==> config.mk <==
export PLATFORM = sky130hd
export DESIGN_NAME = am_station
export DESIGN_NICKNAME = d
export VERILOG_FILES = /design/src/hdl/am_station_pkg.sv /design/src/hdl/am_station.sv /design/src/hdl/flash_divider.sv
export SDC_FILE = /design/constraint.sdc
export NUM_CORES = 1
export LEC_CHECK = 0
export ABC_CLOCK_PERIOD_IN_PS = 3900
export BUFFER_PORTS_ARGS = -buffer_cell sky130_fd_sc_hd__buf_2
export CORE_MARGIN = 5
export CORE_UTILIZATION = 44
export CTS_CLUSTER_SIZE = 25
export DETAILED_ROUTE_END_ITERATION = 8
export GPL_ROUTABILITY_DRIVEN = 1
export PLACE_DENSITY = 0.66
export RECOVER_POWER = 25
export SLEW_MARGIN = 20
export SYNTH_ARGS = -nofsm -noshare
export SYNTH_HDL_FRONTEND = slang
export SYNTH_SLANG_ARGS = --single-unit
==> constraint.sdc <==
create_clock -name I_CLK -period 3.9 [get_ports I_CLK]
set_clock_uncertainty 0.1 [all_clocks]
set_input_delay 0.39 -clock I_CLK [delete_from_list [all_inputs] [get_ports I_CLK]]
set_output_delay 0.39 -clock I_CLK [all_outputs]
set_load 0.03 [all_outputs]
==> src/hdl/am_station_pkg.sv <==
/*
 * Constants and carrier types for the auto/manual output station.
 * Assumes one 200 MHz clock; all inputs synchronous to it.
 */
package am_station_pkg;

    localparam int DATA_W = 16;

    // Clock and flash timing
    localparam int  CLK_MHZ       = 200;
    localparam int  FAST_FLASH_MS = 125;
    localparam int  SLOW_FLASH_MS = 500;
    localparam int  FAST_HALF_CYC = FAST_FLASH_MS * 1000 * CLK_MHZ;
    localparam int  SLOW_HALF_CYC = SLOW_FLASH_MS * 1000 * CLK_MHZ;

    // Mode switch positions
    localparam logic POS_AUTO   = 1'b0;
    localparam logic POS_MANUAL = 1'b1;

    // Mode switch source setting
    localparam logic [2:0] SRC_KEY       = 3'h0;
    localparam logic [2:0] SRC_LOCK_AUTO = 3'h1;
    localparam logic [2:0] SRC_LOCK_MAN  = 3'h2;
    localparam logic [2:0] SRC_KEY_FM    = 3'h3;
    localparam logic [2:0] SRC_KEY_SAFE  = 3'h4;
    localparam logic [2:0] SRC_KEY_BOTH  = 3'h5;

    // Override position setting
    localparam logic OVR_TO_MANUAL = 1'b0;

    // Safety release setting
    localparam logic [1:0] REL_LAST   = 2'h0;
    localparam logic [1:0] REL_MANUAL = 2'h1;
    localparam logic [1:0] REL_AUTO   = 2'h2;

    // Key lock setting bits: bit0 forced manual, bit1 safety
    localparam int LOCK_FM_BIT   = 0;
    localparam int LOCK_SAFE_BIT = 1;

    // Restart setting
    localparam logic [1:0] RST_LAST   = 2'h0;
    localparam logic [1:0] RST_MANUAL = 2'h1;
    localparam logic [1:0] RST_AUTO   = 2'h2;

    // Limiter scope setting
    localparam logic LIM_AUTO_ONLY = 1'b1;

    // Configuration carrier
    typedef struct packed {
        logic [2:0] mode_switch_source;
        logic       override_position_sel;
        logic [1:0] safety_release_position;
        logic [1:0] mode_key_lock;
        logic [1:0] raise_lower_key_lock;
        logic [1:0] restart_mode_sel;
        logic       limiter_scope_sel;
    } cfg_t;

    // Front panel key carrier, one-cycle pulses
    typedef struct packed {
        logic am_key;
        logic raise_key;
        logic lower_key;
    } keys_t;

endpackage

==> src/hdl/am_station.sv <==
/*
 * Auto/manual output station for one loop: picks the loop output from the
 * automatic input, the safety value or the manual register.
 * Assumes inputs synchronous to I_CLK; keys arrive as one-cycle pulses;
 * the last mode is held by an always-on supply outside (I_LAST_MODE).
 */
// Function
// Safety input high: safety switch at 1, output follows safety value.
// Safety entered in manual: indicator lit, output frozen safety sample.
// Safety in auto: live safety value out, indicator flashes fast.
// Safety release moves mode switch: keep, manual or auto per setting.
// Source setting: key, lock auto, lock manual, key or inputs.
// Permitted override inputs move the mode switch while high.
// Override forces manual if position setting 0, auto if 1.
// Forced manual release restores the mode switch held before it.
// Forced manual: position 0 flashes slowly, position 1 lit steadily; code lights position 0 steadily and flashes position 1 slowly.
// Mode key ignored while its lock applies.
// Raise and lower keys ignored while their lock applies.
// After power loss, start in mode picked by restart setting.
// Limiter on in both modes by default, auto only if selected.
// Forced manual entry loads register with the automatic path value.
// Key lock codes: none, forced manual, safety, either.
// Restart codes: last mode, manual, auto.
// Limiter scope codes: both modes, auto only.
// Both overrides high: forced manual wins, register out, slow flash; code lights the indicator steadily while the mode switch is in manual.
// Fast and slow flash from clock dividers, fast quicker than slow.
`timescale 1ns/1ps
module am_station #(
    parameter int DATA_W   = am_station_pkg::DATA_W,
    parameter int FAST_CYC = am_station_pkg::FAST_HALF_CYC,
    parameter int SLOW_CYC = am_station_pkg::SLOW_HALF_CYC,
    parameter logic [DATA_W-1:0] STEP = DATA_W'(1)
) (
    // Clock and reset
    input  wire logic                 I_CLK,
    input  wire logic                 I_NRST,
    // Analog inputs
    input  wire logic [DATA_W-1:0]    I_AUTO_INPUT_LINK,
    input  wire logic [DATA_W-1:0]    I_SAFETY_VALUE_LINK,
    // Discrete overrides
    input  wire logic                 I_SAFETY_TRIGGER_LINK,
    input  wire logic                 I_FORCED_MANUAL_LINK,
    // Front panel and settings
    input  wire am_station_pkg::keys_t I_KEYS,
    input  wire am_station_pkg::cfg_t  I_CFG,
    input  wire logic                 I_LAST_MODE,
    // Output limits
    input  wire logic [DATA_W-1:0]    I_LIMIT_LOW,
    input  wire logic [DATA_W-1:0]    I_LIMIT_HIGH,
    // Results
    output logic [DATA_W-1:0]         O_OUTPUT,
    output logic                      O_MANUAL_LED,
    output logic                      O_MODE_SWITCH,
    output logic                      O_SAFETY_SWITCH,
    output logic                      O_FORCED_MANUAL_SWITCH
);

    typedef struct packed {
        logic              started;
        logic              mode_switch;
        logic              safety_switch;
        logic              forced_manual_switch;
        logic              saved_mode;
        logic              safety_frozen;
        logic [DATA_W-1:0] safety_hold;
        logic [DATA_W-1:0] manual_reg;
        logic [DATA_W-1:0] out;
        logic              led;
    } st_t;

    st_t  st_reg;
    st_t  st_next;
    logic fast_wave;
    logic slow_wave;

    // Two dividers, fast period shorter than slow
    flash_divider #(.HALF_CYC(FAST_CYC)) u_fast (
        .i_clk  (I_CLK),
        .i_nrst (I_NRST),
        .o_wave (fast_wave)
    );
    flash_divider #(.HALF_CYC(SLOW_CYC)) u_slow (
        .i_clk  (I_CLK),
        .i_nrst (I_NRST),
        .o_wave (slow_wave)
    );

    // Decode of settings
    logic src_fm;
    logic src_safe;
    logic ovr_pos;
    logic am_locked;
    logic rl_locked;
    logic fm_rise;
    logic fm_fall;
    logic sf_rise;
    logic sf_fall;

    always_comb begin
        src_fm   = (I_CFG.mode_switch_source == am_station_pkg::SRC_KEY_FM) ||
                   (I_CFG.mode_switch_source == am_station_pkg::SRC_KEY_BOTH);
        src_safe = (I_CFG.mode_switch_source == am_station_pkg::SRC_KEY_SAFE) ||
                   (I_CFG.mode_switch_source == am_station_pkg::SRC_KEY_BOTH);
        ovr_pos  = (I_CFG.override_position_sel == am_station_pkg::OVR_TO_MANUAL)
                   ? am_station_pkg::POS_MANUAL : am_station_pkg::POS_AUTO;
        am_locked = (I_CFG.mode_key_lock[am_station_pkg::LOCK_FM_BIT] && I_FORCED_MANUAL_LINK) ||
                    (I_CFG.mode_key_lock[am_station_pkg::LOCK_SAFE_BIT] &&
                     I_SAFETY_TRIGGER_LINK);
        rl_locked = (I_CFG.raise_lower_key_lock[am_station_pkg::LOCK_FM_BIT] &&
                     I_FORCED_MANUAL_LINK) ||
                    (I_CFG.raise_lower_key_lock[am_station_pkg::LOCK_SAFE_BIT] &&
                     I_SAFETY_TRIGGER_LINK);
        fm_rise = I_FORCED_MANUAL_LINK && !st_reg.forced_manual_switch;
        fm_fall = !I_FORCED_MANUAL_LINK && st_reg.forced_manual_switch;
        sf_rise = I_SAFETY_TRIGGER_LINK && !st_reg.safety_switch;
        sf_fall = !I_SAFETY_TRIGGER_LINK && st_reg.safety_switch;
    end

    // Next-state logic for switches, register and output
    logic              mode_n;
    logic              manual_path;
    logic [DATA_W-1:0] sel;
    logic [DATA_W-1:0] lim;
    logic              limit_on;

    always_comb begin
        st_next = st_reg;
        mode_n  = st_reg.mode_switch;
        sel     = '0;
        lim     = '0;
        limit_on = 1'b0;
        manual_path = 1'b0;
        st_next.forced_manual_switch = I_FORCED_MANUAL_LINK;
        st_next.safety_switch        = I_SAFETY_TRIGGER_LINK;

        if (!st_reg.started) begin
            // First cycle after reset picks the restart mode
            st_next.started = 1'b1;
            unique case (I_CFG.restart_mode_sel)
                am_station_pkg::RST_MANUAL: mode_n = am_station_pkg::POS_MANUAL;
                am_station_pkg::RST_AUTO:   mode_n = am_station_pkg::POS_AUTO;
                default:                    mode_n = I_LAST_MODE;
            endcase
            st_next.manual_reg = I_AUTO_INPUT_LINK;
        end else begin
            // Front key, unless locked
            if (I_KEYS.am_key && !am_locked) begin
                mode_n = ~st_reg.mode_switch;
            end
            // Remember position held before forced manual
            if (fm_rise) begin
                st_next.saved_mode = st_reg.mode_switch;
            end
            // Override inputs drive the switch while high
            if ((src_fm && I_FORCED_MANUAL_LINK && fm_rise) ||
                (src_safe && I_SAFETY_TRIGGER_LINK && sf_rise)) begin
                mode_n = ovr_pos;
            end
            if ((src_fm && I_FORCED_MANUAL_LINK) ||
                (src_safe && I_SAFETY_TRIGGER_LINK)) begin
                if (am_locked || !I_KEYS.am_key) begin
                    mode_n = ovr_pos;
                end
            end
            // Safety release places the switch
            if (sf_fall) begin
                unique case (I_CFG.safety_release_position)
                    am_station_pkg::REL_MANUAL: mode_n = am_station_pkg::POS_MANUAL;
                    am_station_pkg::REL_AUTO:   mode_n = am_station_pkg::POS_AUTO;
                    default:                    mode_n = mode_n;
                endcase
            end
            // Forced manual release restores the earlier position
            if (fm_fall) begin
                mode_n = st_reg.saved_mode;
            end
            // Hold value when safety begins in manual
            if (sf_rise) begin
                st_next.safety_hold   = I_SAFETY_VALUE_LINK;
                st_next.safety_frozen = (mode_n == am_station_pkg::POS_MANUAL);
            end else if (!I_SAFETY_TRIGGER_LINK) begin
                st_next.safety_frozen = 1'b0;
            end
            // Tracking and key actuation of the manual register
            manual_path = st_reg.mode_switch || st_reg.forced_manual_switch;
            if (fm_rise) begin
                st_next.manual_reg = I_AUTO_INPUT_LINK;
            end else if (!manual_path) begin
                st_next.manual_reg = I_AUTO_INPUT_LINK;
            end else if (!rl_locked) begin
                if (I_KEYS.raise_key && !I_KEYS.lower_key &&
                    st_reg.manual_reg <= ~STEP) begin
                    st_next.manual_reg = st_reg.manual_reg + STEP;
                end else if (I_KEYS.lower_key && !I_KEYS.raise_key &&
                             st_reg.manual_reg >= STEP) begin
                    st_next.manual_reg = st_reg.manual_reg - STEP;
                end
            end
        end
        // Source locks pin the switch last, so no key, override or restart escapes them
        if (I_CFG.mode_switch_source == am_station_pkg::SRC_LOCK_AUTO) begin
            mode_n = am_station_pkg::POS_AUTO;
        end else if (I_CFG.mode_switch_source == am_station_pkg::SRC_LOCK_MAN) begin
            mode_n = am_station_pkg::POS_MANUAL;
        end
        st_next.mode_switch = mode_n;

        // Output selection; forced manual takes precedence
        manual_path = st_reg.mode_switch || st_reg.forced_manual_switch;
        if (st_reg.forced_manual_switch) begin
            sel = st_reg.manual_reg;
        end else if (st_reg.safety_switch) begin
            sel = st_reg.safety_frozen ? st_reg.safety_hold
                                       : I_SAFETY_VALUE_LINK;
        end else if (st_reg.mode_switch) begin
            sel = st_reg.manual_reg;
        end else begin
            sel = I_AUTO_INPUT_LINK;
        end

        // Limiter scope
        limit_on = !(manual_path &&
                     I_CFG.limiter_scope_sel == am_station_pkg::LIM_AUTO_ONLY);
        lim = sel;
        if (limit_on && sel > I_LIMIT_HIGH) begin
            lim = I_LIMIT_HIGH;
        end else if (limit_on && sel < I_LIMIT_LOW) begin
            lim = I_LIMIT_LOW;
        end
        st_next.out = lim;

        // Indicator
        if (st_reg.mode_switch) begin
            st_next.led = 1'b1;
        end else if (st_reg.forced_manual_switch) begin
            st_next.led = slow_wave;
        end else if (st_reg.safety_switch) begin
            st_next.led = fast_wave;
        end else begin
            st_next.led = 1'b0;
        end
    end

    always_ff @(posedge I_CLK or negedge I_NRST) begin
        if (!I_NRST) begin
            st_reg <= '0;
        end else begin
            st_reg <= st_next;
        end
    end

    // Outputs straight from state
    assign O_OUTPUT               = st_reg.out;
    assign O_MANUAL_LED           = st_reg.led;
    assign O_MODE_SWITCH          = st_reg.mode_switch;
    assign O_SAFETY_SWITCH        = st_reg.safety_switch;
    assign O_FORCED_MANUAL_SWITCH = st_reg.forced_manual_switch;

endmodule // am_station

==> src/hdl/flash_divider.sv <==
/*
 * Square-wave divider for indicator flashing.
 * Assumes a free-running clock; toggles every HALF_CYC cycles.
 */
`timescale 1ns/1ps
module flash_divider #(
    parameter int HALF_CYC = 2
) (
    input  wire logic i_clk,
    input  wire logic i_nrst,
    output logic      o_wave
);
    localparam int CW = (HALF_CYC > 1) ? $clog2(HALF_CYC) : 1;

    typedef struct packed {
        logic [CW-1:0] cnt;
        logic          wave;
    } div_state_t;

    div_state_t st_reg;
    div_state_t st_next;

    // Count to half period, then flip
    always_comb begin
        st_next = st_reg;
        if (st_reg.cnt == CW'(HALF_CYC - 1)) begin
            st_next.cnt  = '0;
            st_next.wave = ~st_reg.wave;
        end else begin
            st_next.cnt = st_reg.cnt + CW'(1);
        end
    end

    always_ff @(posedge i_clk or negedge i_nrst) begin
        if (!i_nrst) begin
            st_reg <= '0;
        end else begin
            st_reg <= st_next;
        end
    end

    assign o_wave = st_reg.wave;
endmodule // flash_divider

-- Word level (Yosys, flattened, before mapping)
Cells that the tools add are included.
- register bits after elaboration: 109
- input port bits: 85
- output and inout port bits: 20
- logic and storage cells: 111
- add/sub/neg operators: 4
- order comparisons: 4
- equality and inequality tests: 14
- muxes and demuxes: 31
- bitwise gates (word level): 3
- reductions and logical operators: 41
- operators with widths (cell ; number):
    two-way mux 16 bit ; 12
    adder 27 x 1 -> 27 bit (second input constant) ; 1
    equality test 27 bit (second input constant) ; 1
    two-way mux 27 bit ; 1
    adder 25 x 1 -> 25 bit (second input constant) ; 1
    equality test 25 bit (second input constant) ; 1
    two-way mux 25 bit ; 1
    logical AND 1 bit ; 20
    adder 16 x 1 -> 16 bit (second input constant) ; 1
    >= comparator 16 x 1 -> 1 bit (second input constant) ; 1
    greater-than comparator 16 bit ; 1
    <= comparator 16 bit (second input constant) ; 1
    < comparator 16 bit ; 1
    subtractor 16 x 1 -> 16 bit (second input constant) ; 1
    two-way mux 1 bit ; 15
    zero test 1 bit ; 9
    logical OR 1 bit ; 8
    AND reduction 2 bit ; 4
    equality test 3 x 2 -> 1 bit (second input constant) ; 2
    equality test 3 bit (second input constant) ; 2
    inequality test 5 x 3 -> 1 bit (second input constant) ; 1
    equality test 2 x 1 -> 1 bit (second input constant) ; 2
    equality test 2 bit (second input constant) ; 2
    inequality test 4 bit (second input constant) ; 1
    other kinds (4) ; 7

-- Logic depth before layout (Yosys ltp)
Gate-level depths: netlist (run 1).
- depth in word-level cells: 14
- gate-level depth with buffers: 14
- depth with buffers taken out: 10

-- Cells and area by module
From an unflattened synthesis (run 1), not the netlist that was laid out.
- cells, all modules: 780
- area, all modules: 7483.4 um^2
- modules (own cells, without submodules) (module ; instances ; cells an instance ; area each (um^2) ; sequential area each (um^2)):
    am_station ; 1 ; 513 ; 4724.5 ; 1376.3
    flash_divider at u_slow ; 1 ; 140 ; 1430.1 ; 700.7
    flash_divider at u_fast ; 1 ; 127 ; 1328.8 ; 650.6

-- Worst setup path after synthesis (run 1)
Ideal clock, no wire load.
- kind: register to register
- start: register st_reg, in the netlist O_MODE_SWITCH
- end: register st_reg, in the netlist O_OUTPUT[10]
- setup time: 82 ps
- arrival: 3113 ps
- required time: 3718 ps
- slack: 605 ps
- stages on the path, launching flop included: 13
- path buffers: 3
- period minus slack after synthesis: 3295 ps
- path through: dfrtp_1 -> clkbuf_1 -> clkbuf_1 -> a22oi_1 -> o21ai_0 -> ha_1 -> a21oi_1 -> o21a_1 -> o2bb2ai_1 -> nor3_1 -> clkbuf_1 -> nand3_1 -> a31oi_1
- cells in the longest elaborated chain, start to end: 7
- elaborated cells between the ends (all ways): 12
- classes of those cells: 2 x order compare; 5 x mux; 5 x reduce/logical
- ends and longest elaborated chain (item ; line ; RTL):
    start: declaration ; am_station.sv:71 ; st_t st_reg;
    start signal: assignment ; am_station.sv:248 ; st_reg <= st_next;
    two-way mux 16 bit ; am_station.sv:215 ; end else if (st_reg.mode_switch) begin
    two-way mux 16 bit ; am_station.sv:212 ; end else if (st_reg.safety_switch) begin
    two-way mux 16 bit ; am_station.sv:210 ; if (st_reg.forced_manual_switch) begin
    < comparator 16 bit ; am_station.sv:227 ; end else if (limit_on && sel < I_LIMIT_LOW) begin
    logical AND 1 bit ; am_station.sv:227 ;
    two-way mux 16 bit ; am_station.sv:227 ;
    two-way mux 16 bit (*) ; am_station.sv:225 ; if (limit_on && sel > I_LIMIT_HIGH) begin
    net lim[10] ; am_station.sv:123 ; logic [DATA_W-1:0] lim;
The timed path passes the listed nets; every way through them passes the cells marked *.
A chain may end at the register's enable or synchronous reset.

-- Worst setup path in the final report (run 1)
- start: register st_reg[49] (netlist name)
- end: register st_reg, in the netlist O_OUTPUT[13]
- cells in the longest elaborated chain, start to end: 7
- elaborated cells between the ends (all ways): 9
- classes of those cells: 2 x order compare; 5 x mux; 2 x reduce/logical
- ends and longest elaborated chain (item ; line ; RTL):
    two-way mux 16 bit (*) ; am_station.sv:213 ; sel = st_reg.safety_frozen ? st_reg.safety_hold
    two-way mux 16 bit (*) ; am_station.sv:212 ;
    two-way mux 16 bit (*) ; am_station.sv:210 ;
    < comparator 16 bit ; am_station.sv:227 ;
    logical AND 1 bit ; am_station.sv:227 ;
    two-way mux 16 bit ; am_station.sv:227 ;
    two-way mux 16 bit (*) ; am_station.sv:225 ;
    net lim[13] ; am_station.sv:123 ;
Marked as above.

==> results of run 1 <==
-- metrics by stage --
step / instance area [sq um] / hold WS, ps / utilization (%)
2_1_floorplan: 7264 / -5.591 / -
3_3_place_gp: 7853 / 356.1 / 47.86
3_5_place_dp: 7853 / 360.3 / 47.86
4_1_cts: 8163 / 122.1 / 49.75
5_1_grt: 8159 / 145.5 / 49.73
6_report: 8159 / 154.6 / 49.73
-- critical path, stage by stage, from the launching register on --
cell and delay, ps:
dfrtp_1 770, buf_4 240, mux2_2 330, a22oi_1 140, o21ai_0 220, ha_1 370, and4_1 200, nand2_1 90
a311o_1 280, a211o_1 370, buf_4 250, nor2_1 110, a31oi_1 50
-- power groups by stage --
| stage | Sequential [W] | Combinational (W) | Clock, W |
|---|---|---|---|
| after global routing | 0.00134 | 0.000951 | 0.00101 |
| after CTS | 0.00133 | 0.000858 | 0.000962 |
| after global placement | 0.00135 | 0.000847 | 0 |
| after detailed placement | 0.00135 | 0.000853 | 0 |
| after floorplan | 0.00131 | 0.000689 | 0 |
| final | 0.00133 | 0.000849 | 0.000933 |
-- area by class of cell --
class	count	area [sq um]	share of cell area [%]
clock inverters	7	75.07	0.9201
clock buffers	9	225.2	2.760
multi-input cells	596	4065	49.82
repair buffers	118	625.6	7.668
well taps	220	275.3	3.374
inverters	44	165.2	2.024
flip-flops and latches	109	2728	33.43
-- what timing repair did --
action | 4_1_cts | 5_1_grt
endpoints found under the hold margin | 38 | 0
hold buffers | 1 | 0
endpoints found under the setup margin | 0 | 16
gates resized for setup | 0 | 1
-- per-layer routing --
| layer | track usage (%) | wire (um) | vias to the layer above |
|---|---|---|---|
| li1 | - | - | 3057 |
| met1 | 25.05 | 8144 | 2908 |
| met2 | 30.88 | 8641 | 131 |
| met3 | 3.902 | 788 | 24 |
| met4 | 5.564 | 391 | 0 |
| met5 | 0 | 0 | - |
-- worst min path at each step --
stage,start,to,slack [ps],depth (start not counted)
final,I_AUTO_INPUT_LINK[0],st_reg[17],150,3
after global routing,I_AUTO_INPUT_LINK[0],st_reg[17],150,3
after CTS,I_FORCED_MANUAL_LINK,O_FORCED_MANUAL_SWITCH,120,1
after detailed placement,u_fast.st_reg[5],u_fast.st_reg[5],360,1
after global placement,u_fast.st_reg[5],u_fast.st_reg[5],360,1
after floorplan,I_NRST,O_FORCED_MANUAL_SWITCH,-6,0
-- cell usage in the layout (no fill, tap or decap), types with 21 or more instances in the layout --
cell,n
mux2_2,32
nor2_1,67
o21ai_1,29
a31oi_1,24
a21oi_1,21
dfrtp_1,109
xor2_1,26
nand3_1,44
a22oi_1,32
inv_1,44
buf_2,101
ha_1,39
nand2_1,52
o21ai_0,32
-- cell families after synthesis --
kind of cell,Yosys count
AOI/OAI and AO/OA,185
xor gates and xnor gates,46
adders and majority gates,39
buffers and inverters,102
DFF,109
muxes,42
other,1
and+or+nand+nor,283
==> metrics.txt, run 1 <==
fill count 1570; Mapped Nets approximately 930; Die Wd around 140 um; Ant. Diodes 0; WL/cell ~16 um; overall die height about 140 um; Placed Cells about 1100; IO Count ~110; vias in the first global route between 5000 and 6000; Clk network pwr share roughly 30%; routability cong. slightly above 0.9; Synth Area in Adders under 10%; Critical Path Sink Type flip-flop; initial antenna violation count 0; Critical Path Start st_reg[49]; Logic pwr share 27.3%; Area growth syn-to-layout 12.31%; first-pass GRT wire length 29.91 mm; via count around 6100; Leak between 3 and 4 nW; sequential share of the synthesized area approximately 38%; async set or reset register ratio after synthesis 100.0%; Sequential Power Share between 40 and 50%; Yosys cell types a little over 70; most instantiated cells after synthesis dfrtp_1, nor2_1, nand2_1, inv_1, nand3_1; fraction of layout cells with a size suffix above 1 between 15 and 20%; pre-CTS setup slack 176.1 ps; max_cap viols 0; Core ar. about 16000 sq um; worst-path maximum fanout 24; # nets final 1002; CTS Buf Count 9; post-synthesis simple-gate area fraction roughly a fifth; CTS clk-pin slew, worst paths approximately 80 ps; via-per-instance ratio around 5.5; Final ANT Viol Nets 0; Worst Path Arrival ~3800 ps; drt pass-1 iters 5; Bufs on Longest Clock Path 2; Post-synth EDFFs 0; iteration-0 DRC count of the detailed router 356; Tot Pwr between 0.003 and 0.004 W; Final Hold Fails 0; switch share between 30% and 40%; setup ws final between 200 and 300 ps; worst setup path class flip-flop to flip-flop; setup violators final 0; max FFs per register 35; status finished clean; total wire length 17.97 mm; post-synthesis mux area share about 6.4%; H-tree Lvls 3; placed wire-length estimate 13.65 mm; register bit count reported by yosys about 110; Avg Cell Area, Syn about 9 sq um; largest cells by area after synthesis dfrtp_1, ha_1, mux2_2; cell-internal power between 0.002 and 0.0025 W; slew margin rel. 9.972%; PwrDens about 380 nW/um^2; Worst EP required just over 4000 ps; part of the cycle the worst path needs slightly above 90%; Post-Syn Area between 7000 and 8000 sq um; RSZ-0062 raised after global routing false; Port Buf Inserts approximately 100; worst hold path type input pin to flip-flop; Setup crit end O_OUTPUT[13]; crit start category flip-flop; CTS root buffer clkbuf_16; worst vdd ir 0.2451 mV; worst slew pin tran around 1400 ps; clk sinks ~110; Final Non-Filler Cells approximately 1100; Cell Rows between 40 and 50; GR Overflow Total 0; FF-to-FF Start st_reg[49]; fin. max-slew vios 0; crit path time final between 3000 and 4000 ps; Die Area 19180 sq um; clk_lat worst skew between 300 and 400 ps; largest net degree at the start of global routing between 50 and 60; post-CTS setup buffer count 0; most common cell in the synthesized netlist dfrtp_1; Peak Freq between 200 and 300 MHz; DRC viols 0; Psw approximately 0.0011 W; setup TNS 0 ps; area leader, netlist dfrtp_1; worst r2r dst O_OUTPUT[13]; CTS tree done; Worst Reg-to-Reg Cells 12; Yosys warnings 0; gr usage total about a fifth; worst reg-to-reg setup slack 260 ps; top cell type's share of synthesized area between 30% and 40%; starting density of the core 44.28%; synthesized instance count roughly 810; Compound-Gate Fraction of Synth Area between 10% and 20%; Post-Synth XOR/XNOR Area ~5.5%; top_reg_cell synth dfrtp_1; main combinational cell family by area after synthesis simple AND/OR/NAND/NOR gates
Note: power is estimated with default switching activity, not from simulation.
==> inputs of run 2 (changes only) <==
--- a/config.mk
+++ b/config.mk
@@ -5,9 +5,10 @@
 export SDC_FILE = /design/constraint.sdc
 export NUM_CORES = 1
 export LEC_CHECK = 0
+export ABC_AREA = 1
 export ABC_CLOCK_PERIOD_IN_PS = 3900
 export BUFFER_PORTS_ARGS = -buffer_cell sky130_fd_sc_hd__buf_2
-export CORE_MARGIN = 5
+export CORE_MARGIN = 3
 export CORE_UTILIZATION = 44
 export CTS_CLUSTER_SIZE = 25
 export DETAILED_ROUTE_END_ITERATION = 8
==> run 2 against run 1 <==
Against the previous run: the flow now finishes with violations (max-capacitance violations, max-slew violations); core utilization grew 0.91 points; area after synthesis increased by 4.1%; design area up 3.6%; largest power group unchanged; critical path type unchanged; critical path depth is 3 higher.
==> metrics.txt, run 2 <==
Post-synth EDFFs 0 (unchanged); crit path cell chain o21ai_2, buf_4, a22oi_1, inv_1, ha_1, nand2_1, inv_1, o21ai_0, a21oi_1, a2111oi_0, nand2_1, nand2_1, inv_1, nand2_1, nand2_1 (was buf_4, mux2_2, a22oi_1, o21ai_0, ha_1, and4_1, nand2_1, a311o_1, a211o_1, buf_4, nor2_1, a31oi_1); initial antenna violation count 1 (was 0); Peak Freq 297.0 MHz (was 274.4 MHz); CP peak stage delay 590 ps (was 770 ps); RSZ-0062 raised after global routing false (unchanged); main combinational cell family by area after synthesis simple AND/OR/NAND/NOR gates (unchanged); Psw 0.001119 W (was 0.001081 W); setup TNS 0 ps (unchanged); Port Buf Inserts 104 (unchanged); sequential share of the synthesized area 36.08% (was 37.55%); Die Area 18790 sq um (was 19180 sq um); async set or reset register ratio after synthesis 100.0% (unchanged); overall die height 137.1 um (was 138.5 um); Crit-path slowest cell dfrtp_1 (unchanged); CTS clk-pin slew, worst paths 80 ps (about the same); worst path bufs/invs 4 (was 2); crit start category flip-flop (unchanged); GR Overflow Total 0 (unchanged); part of the cycle the worst path needs 86.33% (was 93.44%); post-synthesis simple-gate area fraction 29.29% (was 20.38%); Critical Path Sink Type flip-flop (unchanged); status finished with violations (was finished clean); iteration-0 DRC count of the detailed router 657 (was 356); post-synthesis mux area share 2.383% (was 6.373%); total wire length 21.15 mm (was 17.97 mm); setup violators final 0 (unchanged); Logic pwr share 28.2% (was 27.3%); Synth Area in Adders 6.455% (was 6.717%); fin. max-slew vios 55 (was 0); switch share 35.91% (was 34.76%); post-CTS setup buffer count 0 (unchanged); starting density of the core 45.27% (was 44.28%); fraction of layout cells with a size suffix above 1 14.86% (was 19.59%); Compound-Gate Fraction of Synth Area 10.74% (was 16.88%); placed wire-length estimate 16.25 mm (was 13.65 mm); Core ar. 16700 sq um (was 16410 sq um); CTS Buf Count 9 (unchanged); synthesized instance count 1030 (was 807); DRC viols 0 (unchanged); # nets final 1236 (was 1002); clk sinks 109 (unchanged); setup ws final 533.0 ps (was 255.9 ps); via count 6952 (was 6120); Clk network pwr share 29.0% (was 30.0%); Sequential Power Share 42.8% (was 42.7%); most common cell after layout, fill and taps aside nand2_1 (was dfrtp_1); failing checks max-capacitance violations, max-slew violations; Mapped Nets 1154 (was 931); cell-internal power 0.001997 W (was 0.002028 W); Final ANT Viol Nets 0 (unchanged); worst hold path type input pin to flip-flop (unchanged); slew margin rel. -97.21% (was 9.972%); fin util 50.64% (was 49.73%); CTS tree done (unchanged); Cell Rows 47 (unchanged); hold_buf cts 0 (was 1); most frequent cells in the layout nand2_1, inv_1, dfrtp_1, buf_2, nand3_1 (was dfrtp_1, buf_2, nor2_1, nand2_1); most frequent CP cell nand2_1 (was buf_4); Worst EP required 4040 ps (was 4030 ps); vias in the first global route 6423 (was 5984); Yosys cell types 48 (was 71); first-pass GRT wire length 34.00 mm (was 29.91 mm); WL/cell 15.82 um (was 16.29 um); Yosys warnings 0 (unchanged); pre-CTS setup slack 582.6 ps (was 176.1 ps); largest net degree at the start of global routing 55 (was 53); worst slew pin tran 2958 ps (was 1350 ps); area leader, netlist dfrtp_1 (unchanged); Post-Syn Area 7560 sq um (was 7264 sq um); top_reg_cell synth dfrtp_1 (unchanged); clk_lat worst skew 360 ps (about the same); Ant. Diodes 0 (unchanged); crit path time final 3367 ps (was 3644 ps); Post-Synth XOR/XNOR Area 3.707% (was 5.546%); Avg Cell Area, Syn 7.340 sq um (was 9.002 sq um); drt pass-1 iters 5 (unchanged); most instantiated cells after synthesis nand2_1, inv_1, dfrtp_1, nand3_1, nor2_1 (was dfrtp_1, nor2_1, nand2_1, inv_1, nand3_1); via-per-instance ratio 5.200 (was 5.549); H-tree Lvls 3 (unchanged); max_cap viols 1 (was 0); CTS root buffer clkbuf_16 (unchanged); Die Wd 137.1 um (was 138.5 um); most common cell in the synthesized netlist nand2_1 (was dfrtp_1); register bit count reported by yosys 109 (unchanged); Leak 4.405 nW (was 3.685 nW); Final Hold Fails 0 (unchanged); PwrDens 368.4 nW/um^2 (was 381.1 nW/um^2); Worst Path Arrival 3510 ps (was 3780 ps); # resized after CTS 0 (unchanged); IO Count 105 (unchanged); top cell type's share of synthesized area 36.08% (was 37.55%); Top Family by Delay on Critical Path compound AO/OA/AOI/OAI gates (unchanged); worst vdd ir 0.2602 mV (was 0.2451 mV); routability cong. 0.9506 (was 0.9238); worst setup path class flip-flop to flip-flop (unchanged); Bufs on Longest Clock Path 2 (unchanged); largest cells by area after synthesis dfrtp_1, nand2_1, inv_1 (was dfrtp_1, ha_1, mux2_2); gr usage total 23.13% (was 18.76%); max FFs per register 35 (unchanged); Area growth syn-to-layout 11.87% (was 12.31%); worst-path maximum fanout 16 (was 24)
run 2: layout make-up:
| type | count | area [sq um] |
|---|---|---|
| Fill cell | 1660 | 8244 |
| Multi-Input combinational cell | 716 | 3974 |
| Sequential cell | 109 | 2729 |
| Inverter | 163 | 611.8 |
| Timing Repair Buffer | 113 | 581.8 |
| Tap cell | 220 | 275.3 |
| Clock buffer | 10 | 239.0 |
| Clock inverter | 6 | 46.29 |
run 2: cell families after synthesis:
group                    count (synthesis)
AO/OA/AOI/OAI                          141
XOR/XNOR                                32
adder cells (fa/ha/maj)                 39
buffers and inverters                  205
flip-flops                             109
multiplexers                            16
other                                    1
AND/OR/NAND/NOR                        487
run 2: routing by layer:
layer / wire length [um] / vias to the layer above / global-route usage (%)
li1: - / 3510 / -
met1: 9444 / 3190 / 32.26
met2: 9979 / 219 / 36.65
met3: 1225 / 31 / 4.265
met4: 490 / 2 / 6.929
met5: 7 / - / 0
run 2: final timing paths:
path | startpoint | cells past startpoint | slack (ps) | to
max reg2reg | O_SAFETY_SWITCH | 15 | 530 | O_OUTPUT[7]
max | O_SAFETY_SWITCH | 15 | 530 | O_OUTPUT[7]
min reg2reg | u_slow.st_reg[1] | 1 | 370 | u_slow.st_reg[1]
min | I_LIMIT_HIGH[11] | 3 | 150 | O_OUTPUT[11]
max in group asynchronous | I_NRST | 2 | 880 | O_OUTPUT[5]
min in group asynchronous | I_NRST | 1 | 890 | u_slow.st_reg[14]
run 2: worst register-to-register path, delay by kind of cell (launching register included):
| family | cells | cell delay, ps |
|---|---|---|
| AOI/OAI and AO/OA | 5 | 1170 |
| adders and majority gates | 1 | 320 |
| DFF | 1 | 590 |
| and+or+nand+nor | 5 | 480 |
| buffers and inverters | 4 | 600 |
run 2: power by group through the flow:
| stage | logic (W) | registers, W | clock network, W |
|---|---|---|---|
| 4_1_cts | 0.000878 | 0.00133 | 0.000936 |
| 3_5_place_dp | 0.000873 | 0.00135 | 0 |
| 5_1_grt | 0.000985 | 0.00135 | 0.000975 |
| 6_report | 0.000878 | 0.00133 | 0.000904 |
| 2_1_floorplan | 0.000683 | 0.00132 | 0 |
| 3_3_place_gp | 0.000869 | 0.00136 | 0 |
run 2: stage by stage:
stage	cell area [sq um]	hold WS (ps)	total power, W	cells
6_report	8457	149.8	0.003116	1337
5_1_grt	8457	139.0	0.003306	1337
4_1_cts	8469	0.7416	0.003144	1337
3_5_place_dp	8184	358.5	0.002226	1321
3_3_place_gp	8184	355.0	0.002226	1321
2_1_floorplan	7560	-5.591	0.002002	1030
